## config.mk

```make
export PLATFORM = sky130hd
export DESIGN_NAME = qsf_pin_if
export DESIGN_NICKNAME = d
export VERILOG_FILES = /design/src/design/qsf_pkg.sv /design/src/design/qsf_sync2.sv /design/src/design/qsf_pin_if.sv
export SDC_FILE = /design/constraint.sdc
export NUM_CORES = 1
export LEC_CHECK = 0
export BUFFER_PORTS_ARGS = -buffer_cell sky130_fd_sc_hd__buf_2
export CORE_MARGIN = 2
export CORE_UTILIZATION = 35
export DETAILED_ROUTE_END_ITERATION = 8
export GPL_TIMING_DRIVEN = 0
export SETUP_SLACK_MARGIN = 0.3
export SYNTH_ARGS = -nofsm -noshare
export SYNTH_HDL_FRONTEND = slang
export SYNTH_SLANG_ARGS = --single-unit
```

## constraint.sdc

```tcl
create_clock -name clock -period 5.3 [get_ports clock]
set_input_delay 0 -clock clock [delete_from_list [all_inputs] [get_ports clock]]
set_output_delay 0 -clock clock [all_outputs]
set_load 0.03 [all_outputs]
```

## src/design/qsf_pkg.sv

```systemverilog
// constants and types shared by the quad serial flash pin interface
package qsf_pkg;

   // array organisation
   localparam int ADDR_WIDTH = 21;
   localparam int PAGE_BYTES = 256;
   localparam int PAGE_COUNT = 8192;
   localparam int SECTOR_PAGES = 16;
   localparam int BLOCK32_PAGES = 128;
   localparam int BLOCK64_PAGES = 256;
   localparam int UNIQUE_ID_BITS = 64;
   localparam int CONT_READ_ADDR_BITS = 24;
   localparam int CONT_READ_OVERHEAD_CLOCKS = 8;

   // field positions inside a byte address
   localparam int PAGE_LSB = 8;
   localparam int SECTOR_LSB = 12;
   localparam int BLOCK64_LSB = 16;

   // protection arithmetic
   localparam logic [9:0] SECTOR_COUNT = 10'h200;
   localparam logic [9:0] BLOCK_COUNT = 10'h020;
   localparam logic [9:0] SECTOR_MAX_UNITS = 10'h008;
   localparam logic [9:0] UNIT_ONE = 10'h001;
   localparam logic [2:0] BP_NONE = 3'h0;
   localparam logic [2:0] BP_ALL_BLOCKS = 3'h6;
   localparam logic [2:0] BP_SECTOR_CAP = 3'h5;

   // page program byte limit
   localparam logic [8:0] PROG_LIMIT = 9'h100;
   localparam logic [8:0] PROG_STEP = 9'h001;

   // shift counting
   localparam logic [3:0] BITS_PER_BYTE = 4'h8;
   localparam logic [3:0] BITS_SINGLE = 4'h1;
   localparam logic [3:0] BITS_DUAL = 4'h2;
   localparam logic [3:0] BITS_QUAD = 4'h4;

   // values after reset
   localparam logic RESET_OE_N = 1'b1;
   localparam logic RESET_BIT = 1'b0;
   localparam logic [7:0] RESET_BYTE = 8'h00;
   localparam logic [3:0] RESET_COUNT = 4'h0;
   localparam logic [8:0] RESET_PROG = 9'h000;

   // lane width selected by the command decoder
   typedef enum logic [1:0]
   {
      LANE_SINGLE = 2'h0,
      LANE_DUAL = 2'h1,
      LANE_QUAD = 2'h2
   } qsf_lane_type;

   // link states
   typedef enum logic [3:0]
   {
      LS_UNARMED = 4'h1,
      LS_IDLE = 4'h2,
      LS_ACTIVE = 4'h4,
      LS_HOLD = 4'h8
   } qsf_link_type;

endpackage

```

## src/design/qsf_sync2.sv

```systemverilog
// two flip-flop synchroniser for pin inputs
`timescale 1ns/1ps
`default_nettype none
module qsf_sync2
#(
   parameter int WIDTH = 6
)
(
   input wire logic clock,
   input wire logic rst_n,
   input wire logic [WIDTH-1:0] asyncIn,
   output logic [WIDTH-1:0] syncOut
);
   import qsf_pkg::*;

   logic [WIDTH-1:0] stage1_reg;
   logic [WIDTH-1:0] stage2_reg;

   if (WIDTH < 1)
   begin : g_chk
      $error("qsf_sync2: WIDTH must be at least 1");
   end

   always_ff @(posedge clock)
   begin
      if (!rst_n)
      begin
         stage1_reg <= {WIDTH{RESET_BIT}};
         stage2_reg <= {WIDTH{RESET_BIT}};
      end
      else
      begin
         stage1_reg <= asyncIn;
         stage2_reg <= stage1_reg;
      end
   end

   assign syncOut = stage2_reg;
endmodule
`default_nettype wire

```

## src/design/qsf_pin_if.sv

```systemverilog
// pin interface of a quad serial flash: selection, hold, lane shifting, protection
//
// Behaviour
// - chip select high: deselected, every data line released to high impedance
// - chip select low selects; bytes shift in and out for the whole selection
// - after power-up nothing is accepted until a chip select falling edge
// - single mode samples serial_in on each serial clock rising edge
// - single mode drives serial_out on each serial clock falling edge
// - dual and quad: lines bidirectional, capture on rise, drive on fall
// - single and dual use lines 0 and 1; quad uses lines 0 to 3
// - quad transfers execute only while quad_enable_bit is set
// - quad disabled: write protect pin is line 2, hold pin is line 3
// - quad enabled: hardware write protect function is disabled
// - write protect low plus protect bits rejects status register writes
// - protect bits make part or all of the array immune to program and erase
// - array is 8192 pages of 256 bytes; one program writes at most 256
// - erase units: 16-page sectors, 128 and 256-page blocks, whole chip
// - continuous read: frame starts with a 24-bit address, no opcode
// - manufacturer and device identification plus 64-bit unique serial number
// - serial clock modes 0 and 3 both work
// - hold while selected tri-states output and ignores inputs; not in quad
`timescale 1ns/1ps
`default_nettype none
module qsf_pin_if
#(
   parameter int ADDR_BITS = qsf_pkg::ADDR_WIDTH,
   parameter logic [7:0] MANUFACTURER_ID = 8'h5C,          // arbitrary value
   parameter logic [15:0] DEVICE_ID = 16'h3A15,            // arbitrary value
   parameter logic [63:0] UNIQUE_ID = 64'h0F1E2D3C4B5A6978 // arbitrary value
)
(
   input wire logic clock,
   input wire logic rst_n,
   input wire logic chipSelN,
   input wire logic serialClk,
   input wire logic dataLine0In,
   input wire logic dataLine1In,
   input wire logic dataLine2In,
   input wire logic dataLine3In,
   output logic dataLine0Out,
   output logic dataLine1Out,
   output logic dataLine2Out,
   output logic dataLine3Out,
   output logic dataLine0OeN,
   output logic dataLine1OeN,
   output logic dataLine2OeN,
   output logic dataLine3OeN,
   input wire logic quadEnableBit,
   input wire logic [1:0] statusProtectBits,
   input wire logic [2:0] blockProtectBits,
   input wire logic sectorSelectBit,
   input wire logic topBottomBit,
   input wire qsf_pkg::qsf_lane_type laneMode,
   input wire logic driveOut,
   input wire logic [7:0] txData,
   input wire logic contReadMode,
   input wire logic programPhase,
   input wire logic [qsf_pkg::ADDR_WIDTH-1:0] checkAddr,
   input wire logic [3:0] idByteSel,
   output logic selected,
   output logic frameStart,
   output logic frameEnd,
   output logic holdActive,
   output logic [7:0] rxData,
   output logic rxValid,
   output logic txTake,
   output logic quadRefused,
   output logic statusWriteAllowed,
   output logic addrProtected,
   output logic startsAtAddress,
   output logic programOverflow,
   output logic [7:0] idByte
);
   import qsf_pkg::*;

   if (ADDR_BITS != ADDR_WIDTH)
   begin : g_chk
      $error("qsf_pin_if: address width must match the array size");
   end

   // bits moved per serial clock for a lane mode
   function automatic logic [3:0] laneBits(input qsf_lane_type m);
      unique case (m)
         LANE_DUAL: laneBits = BITS_DUAL;
         LANE_QUAD: laneBits = BITS_QUAD;
         default: laneBits = BITS_SINGLE;
      endcase
   endfunction

   // true when the address falls inside the protected region
   function automatic logic protFn(input logic [ADDR_WIDTH-1:0] a, input logic [2:0] bp,
                                   input logic sectorMode, input logic bottom);
      logic [9:0] unit;
      logic [9:0] total;
      logic [9:0] n;
      logic hit;
      if (sectorMode)
      begin
         unit = {1'b0, a[ADDR_WIDTH-1:SECTOR_LSB]};
         total = SECTOR_COUNT;
         n = (bp >= BP_SECTOR_CAP) ? SECTOR_MAX_UNITS : (UNIT_ONE << (bp - 3'h1));
      end
      else
      begin
         unit = {5'h00, a[ADDR_WIDTH-1:BLOCK64_LSB]};
         total = BLOCK_COUNT;
         n = (bp >= BP_ALL_BLOCKS) ? BLOCK_COUNT : (UNIT_ONE << (bp - 3'h1));
      end
      hit = bottom ? (unit < n) : (unit >= (total - n));
      protFn = (bp != BP_NONE) && hit;
   endfunction

   logic [5:0] pinSync;
   logic csN;
   logic sclk;
   logic [3:0] lineIn;

   qsf_sync2 #(.WIDTH(6)) u_sync
   (
      .clock(clock),
      .rst_n(rst_n),
      .asyncIn({chipSelN, serialClk, dataLine3In, dataLine2In, dataLine1In, dataLine0In}),
      .syncOut(pinSync)
   );

   assign csN = pinSync[5];
   assign sclk = pinSync[4];
   assign lineIn = pinSync[3:0];

   qsf_link_type state_reg;
   qsf_link_type state_next;
   logic csPrev_reg;
   logic sclkPrev_reg;
   logic [3:0] bitCount_reg;
   logic [3:0] bitCount_next;
   logic [3:0] txCount_reg;
   logic [3:0] txCount_next;
   logic [7:0] rxShift_reg;
   logic [7:0] rxShift_next;
   logic [7:0] txShift_reg;
   logic [7:0] txShift_next;
   logic [8:0] progCount_reg;
   logic [8:0] progCount_next;
   logic [3:0] out_reg;
   logic [3:0] out_next;
   logic [3:0] oeN_reg;
   logic [3:0] oeN_next;
   logic selected_next;
   logic frameStart_next;
   logic frameEnd_next;
   logic holdActive_next;
   logic [7:0] rxData_next;
   logic rxValid_next;
   logic txTake_next;
   logic quadRefused_next;
   logic statusWriteAllowed_next;
   logic addrProtected_next;
   logic startsAtAddress_next;
   logic programOverflow_next;
   logic [7:0] idByte_next;

   logic csFall;
   logic sclkRise;
   logic sclkFall;
   logic wpEffN;
   logic laneBad;
   logic shifting;
   logic [3:0] step;
   logic [3:0] rxSum;
   logic [3:0] txSum;
   logic [7:0] word;
   logic [7:0] rxByte;

   always_comb
   begin
      csFall = csPrev_reg && !csN;
      sclkRise = !sclkPrev_reg && sclk;
      sclkFall = sclkPrev_reg && !sclk;
      wpEffN = quadEnableBit ? 1'b1 : lineIn[2];
      laneBad = (laneMode == LANE_QUAD) && !quadEnableBit;
      step = laneBits(laneMode);
      rxSum = bitCount_reg + step;
      txSum = txCount_reg + step;
      word = RESET_BYTE;
      rxByte = RESET_BYTE;

      state_next = state_reg;
      unique case (state_reg)
         LS_UNARMED:
            if (csFall)
               state_next = LS_ACTIVE;
         LS_IDLE:
            if (csFall)
               state_next = LS_ACTIVE;
         LS_ACTIVE:
            if (csN)
               state_next = LS_IDLE;
            else if (!quadEnableBit && !lineIn[3] && !sclk)
               state_next = LS_HOLD;
         LS_HOLD:
            if (csN)
               state_next = LS_IDLE;
            else if ((lineIn[3] || quadEnableBit) && !sclk)
               state_next = LS_ACTIVE;
         default:
            state_next = LS_UNARMED;
      endcase

      shifting = (state_reg == LS_ACTIVE) && !csN && !laneBad;
      bitCount_next = bitCount_reg;
      txCount_next = txCount_reg;
      rxShift_next = rxShift_reg;
      txShift_next = txShift_reg;
      progCount_next = progCount_reg;
      out_next = out_reg;
      rxData_next = rxData;
      rxValid_next = RESET_BIT;
      txTake_next = RESET_BIT;
      programOverflow_next = programOverflow;
      startsAtAddress_next = startsAtAddress;

      if (csFall && state_reg != LS_ACTIVE)
      begin
         bitCount_next = RESET_COUNT;
         txCount_next = RESET_COUNT;
         progCount_next = RESET_PROG;
         programOverflow_next = RESET_BIT;
         startsAtAddress_next = contReadMode;
      end

      if (shifting && sclkRise && !driveOut)
      begin
         unique case (laneMode)
            LANE_DUAL: rxByte = {rxShift_reg[5:0], lineIn[1], lineIn[0]};
            LANE_QUAD: rxByte = {rxShift_reg[3:0], lineIn[3:0]};
            default: rxByte = {rxShift_reg[6:0], lineIn[0]};
         endcase
         rxShift_next = rxByte;
         if (rxSum >= BITS_PER_BYTE)
         begin
            bitCount_next = RESET_COUNT;
            rxData_next = rxByte;
            rxValid_next = 1'b1;
            if (programPhase)
            begin
               if (progCount_reg == PROG_LIMIT)
                  programOverflow_next = 1'b1;
               else
                  progCount_next = progCount_reg + PROG_STEP;
            end
         end
         else
            bitCount_next = rxSum;
      end

      if (shifting && sclkFall && driveOut)
      begin
         if (txCount_reg == RESET_COUNT)
         begin
            word = txData;
            txTake_next = 1'b1;
         end
         else
            word = txShift_reg;
         unique case (laneMode)
            LANE_DUAL: out_next = {out_reg[3:2], word[7], word[6]};
            LANE_QUAD: out_next = word[7:4];
            default: out_next = {out_reg[3:2], word[7], out_reg[0]};
         endcase
         txShift_next = word << step;
         txCount_next = (txSum >= BITS_PER_BYTE) ? RESET_COUNT : txSum;
      end

      // drivers: line 1 in single, lines 0 and 1 in dual, all four in quad, nothing unless selected
      oeN_next = {4{RESET_OE_N}};
      if (state_next == LS_ACTIVE && !csN && driveOut && !laneBad)
      begin
         unique case (laneMode)
            LANE_DUAL: oeN_next = 4'hC;
            LANE_QUAD: oeN_next = 4'h0;
            default: oeN_next = 4'hD;
         endcase
      end

      selected_next = (state_next == LS_ACTIVE) || (state_next == LS_HOLD);
      frameStart_next = (state_next == LS_ACTIVE) && csFall && (state_reg != LS_ACTIVE);
      frameEnd_next = csN && ((state_reg == LS_ACTIVE) || (state_reg == LS_HOLD));
      holdActive_next = state_next == LS_HOLD;
      quadRefused_next = selected_next && laneBad;

      if (statusProtectBits[1])
         statusWriteAllowed_next = 1'b0;
      else if (statusProtectBits[0])
         statusWriteAllowed_next = wpEffN;
      else
         statusWriteAllowed_next = 1'b1;

      addrProtected_next = protFn(checkAddr, blockProtectBits, sectorSelectBit, topBottomBit);

      unique case (idByteSel)
         4'h0: idByte_next = MANUFACTURER_ID;
         4'h1: idByte_next = DEVICE_ID[15:8];
         4'h2: idByte_next = DEVICE_ID[7:0];
         4'h3: idByte_next = UNIQUE_ID[63:56];
         4'h4: idByte_next = UNIQUE_ID[55:48];
         4'h5: idByte_next = UNIQUE_ID[47:40];
         4'h6: idByte_next = UNIQUE_ID[39:32];
         4'h7: idByte_next = UNIQUE_ID[31:24];
         4'h8: idByte_next = UNIQUE_ID[23:16];
         4'h9: idByte_next = UNIQUE_ID[15:8];
         4'hA: idByte_next = UNIQUE_ID[7:0];
         default: idByte_next = RESET_BYTE;
      endcase
   end

   always_ff @(posedge clock)
   begin
      if (!rst_n)
      begin
         state_reg <= LS_UNARMED;
         csPrev_reg <= RESET_BIT;
         sclkPrev_reg <= RESET_BIT;
         bitCount_reg <= RESET_COUNT;
         txCount_reg <= RESET_COUNT;
         rxShift_reg <= RESET_BYTE;
         txShift_reg <= RESET_BYTE;
         progCount_reg <= RESET_PROG;
         out_reg <= {4{RESET_BIT}};
         oeN_reg <= {4{RESET_OE_N}};
         selected <= RESET_BIT;
         frameStart <= RESET_BIT;
         frameEnd <= RESET_BIT;
         holdActive <= RESET_BIT;
         rxData <= RESET_BYTE;
         rxValid <= RESET_BIT;
         txTake <= RESET_BIT;
         quadRefused <= RESET_BIT;
         statusWriteAllowed <= RESET_BIT;
         addrProtected <= RESET_BIT;
         startsAtAddress <= RESET_BIT;
         programOverflow <= RESET_BIT;
         idByte <= RESET_BYTE;
      end
      else
      begin
         state_reg <= state_next;
         csPrev_reg <= csN;
         sclkPrev_reg <= sclk;
         bitCount_reg <= bitCount_next;
         txCount_reg <= txCount_next;
         rxShift_reg <= rxShift_next;
         txShift_reg <= txShift_next;
         progCount_reg <= progCount_next;
         out_reg <= out_next;
         oeN_reg <= oeN_next;
         selected <= selected_next;
         frameStart <= frameStart_next;
         frameEnd <= frameEnd_next;
         holdActive <= holdActive_next;
         rxData <= rxData_next;
         rxValid <= rxValid_next;
         txTake <= txTake_next;
         quadRefused <= quadRefused_next;
         statusWriteAllowed <= statusWriteAllowed_next;
         addrProtected <= addrProtected_next;
         startsAtAddress <= startsAtAddress_next;
         programOverflow <= programOverflow_next;
         idByte <= idByte_next;
      end
   end

   assign dataLine0Out = out_reg[0];
   assign dataLine1Out = out_reg[1];
   assign dataLine2Out = out_reg[2];
   assign dataLine3Out = out_reg[3];
   assign dataLine0OeN = oeN_reg[0];
   assign dataLine1OeN = oeN_reg[1];
   assign dataLine2OeN = oeN_reg[2];
   assign dataLine3OeN = oeN_reg[3];
endmodule
`default_nettype wire

```

==> impl_metrics.env <==
export IMPL_synth_most_common_cell="dfxtp_1"
export IMPL_cp_start_kind="register"
export IMPL_wire_per_inst_um=14.64
export IMPL_timing_fmax_mhz=410.6
export IMPL_clkTransAtPathRegs_ps=70
export IMPL_clkLatencyLatePin_ps=340
export IMPL_antenna_cells=0
export IMPL_timing_final_crit_period_ps=2436
export IMPL_avgSynthCellArea_um2=8.658
export IMPL_hold_viol_final=0
export IMPL_yosysSeqAreaShare_pct=35.74
export IMPL_layout_nets=720
export IMPL_multi_input_area_um2=2758
export IMPL_hold_path_class="in -> reg"
export IMPL_cts_tree="built"
export IMPL_drv_slew=0
export IMPL_setup_viol_count_final=0
export IMPL_whs_ps=18.32
export IMPL_portBuffers=74
export IMPL_regArea_um2=1662
export IMPL_drc=0
export IMPL_synth_distinct_cells=67
export IMPL_synth_nets=626
export IMPL_final_period_utilization_pct=45.96
export IMPL_drive_gt1_share_pct=19.18
export IMPL_die_area_um2=14220
export IMPL_tns_ps=0
export IMPL_largest_reg_flops=9
export IMPL_numCtsBuffers=9
export IMPL_grt_pass1_vias=4055
export IMPL_ys_async_sr_fraction_pct=0
export IMPL_gp_congestion=0.8487
export IMPL_firstDrtPassIters=5
export IMPL_coreArea_um2=13090
export IMPL_path_cells="ha_1, a21o_1, a21oi_1, xor2_1, clkbuf_1, nor3_2, nand4b_1, o21ai_0"
export IMPL_worstSetupPathType="reg -> reg"
export IMPL_rsz0062_at_grt="false"
export IMPL_ant_nets=0
export IMPL_maxSlewHeadroom_pct=35.94
export IMPL_cts_htree_levels=3
export IMPL_root_buffer="clkbuf_16"
export IMPL_antenna_found_initial=0
export IMPL_cp_arrival_ps=2690
export IMPL_synth_seq_cells=83
export IMPL_ir_drop_uv=185.5
export IMPL_wirelength_um=11890
export IMPL_netlist_instances=537
export IMPL_cts_sinks=83
export IMPL_clock_skew_ps=9.988
export IMPL_totalPowerFinal_uw=1523
export IMPL_grt_start_max_net_pins=16
export IMPL_drt_iter0_drc=275
export IMPL_synth_common_cells="dfxtp_1, a21oi_1, nor2_1"
export IMPL_io_pins=89
export IMPL_synth_edf_count=0
export IMPL_synth_top_area_share_pct=35.74
export IMPL_leakagePower_uw=0.002393
export IMPL_fill_cells=1293
export IMPL_post_place_ws_ps=2716
export IMPL_synth_flop_cell="dfxtp_1"
export IMPL_synth_area_leader_cell="dfxtp_1"
export IMPL_die_w_um=119.3
export IMPL_status="complete, no violations"
export IMPL_syn_area_um2=4649
export IMPL_cp_required_ps=5560
export IMPL_crit_path_max_incr_delay_ps=490
export IMPL_yosysWarnings=0
export IMPL_postCtsSetupRepairBufs=0
export IMPL_synth_area_leaders="dfxtp_1, ha_1, a21oi_1, mux2i_1, nor2_1"
export IMPL_die_h_um=119.3
export IMPL_crit_slowest_cell="nor3_2"
export IMPL_initial_core_util_pct=35.53
export IMPL_drv_cap=0
export IMPL_place_hpwl_um=8880
export IMPL_setup_ws_ps=2864
export IMPL_grt_overflow=0
export IMPL_grt_total_usage_pct=17.22
export IMPL_vias=4186
export IMPL_grt_pass1_wl_um=19730
export IMPL_clockBufferDepth=2
export IMPL_end_kind="register"
export IMPL_rows=42
export IMPL_path_max_fanout=10
export IMPL_power_density_nw_per_um2=269.3
export IMPL_vias_per_cell=5.155
export IMPL_worst_pin_slew_ps=952.2
export IMPL_syn_to_final_growth_pct=21.66
-- path summary, 6_finish.rpt --
check                           cells after the start                 to                 start  slack (ps)
worst max-delay path                                8   progCount_reg[0]       bitCount_reg[1]        2860
worst min-delay path                                3          idByte[0]          idByteSel[0]          20
worst max register to register                      8   progCount_reg[0]       bitCount_reg[1]        2860
worst min register to register                      1  u_sync.syncOut[0]  u_sync.stage1_reg[0]         440
-- repair_timing --
action	in CTS	in global routing
gates resized for setup	0	0
endpoints found under the hold margin	8	0
hold buffers	9	0
-- cell families after synthesis --
| kind of cell | after synthesis | synth area share (%) |
|---|---|---|
| AO/OA/AOI/OAI | 112 | 15.53 |
| XOR/XNOR | 13 | 2.853 |
| adder cells (fa/ha/maj) | 35 | 9.742 |
| buffers and inverters | 53 | 4.952 |
| flip-flops | 83 | 35.74 |
| multiplexers | 30 | 7.481 |
| other | 2 | 0.1615 |
| AND/OR/NAND/NOR | 209 | 23.55 |
-- through the flow --
stage | cell area (µm²) | std cells | utilization [%]
2_1_floorplan | 4649 | 537 | -
3_3_place_gp | 5240 | 787 | 40.05
3_5_place_dp | 5240 | 787 | 40.05
4_1_cts | 5657 | 812 | 43.23
5_1_grt | 5657 | 812 | 43.23
6_report | 5657 | 812 | 43.23
-- final cells by class --
| class | instances | share of cell area (%) |
|---|---|---|
| multi-input cells | 401 | 48.75 |
| flip-flops and latches | 83 | 29.37 |
| repair buffers | 83 | 8.140 |
| clock buffers | 9 | 3.981 |
| well taps | 176 | 3.893 |
| plain buffers | 30 | 2.544 |
| clock inverters | 7 | 1.792 |
| inverters | 23 | 1.526 |
-- cell usage in the layout, fill, tap and decap left out, drive strengths merged, types with 15 or more instances in the layout --
cell     n
buf     85
dfxtp   83
a21oi   49
nor2    48
nand2   42
ha      33
clkbuf  28
nand3   27
and2    23
inv     22
mux2i   19
o21ai   15
-- report_power, final --
part / switching (µW) / internal (µW)
Combinational: 120 / 83.2
Sequential: 5.15 / 635
Clock: 264 / 416
Total: 389 / 1130
-- metal layers --
layer | GRT usage [%] | up-vias | wire length (µm)
met5 | 0 | - | 0
met4 | 6.101 | 0 | 210
met3 | 3.017 | 18 | 595
met2 | 27.84 | 124 | 5525
met1 | 23.09 | 1949 | 5554
li1 | - | 2095 | -
-- worst max-delay path, delay by kind of cell, from the launching register on --
kind                     cells  cell delay (ps)
AND/OR/NAND/NOR              2              730
AO/OA/AOI/OAI                3              620
flip-flops                   1              330
adder cells (fa/ha/maj)      1              300
buffers and inverters        1              250
XOR/XNOR                     1              130
No activity file was read; power rests on OpenSTA's default activity.
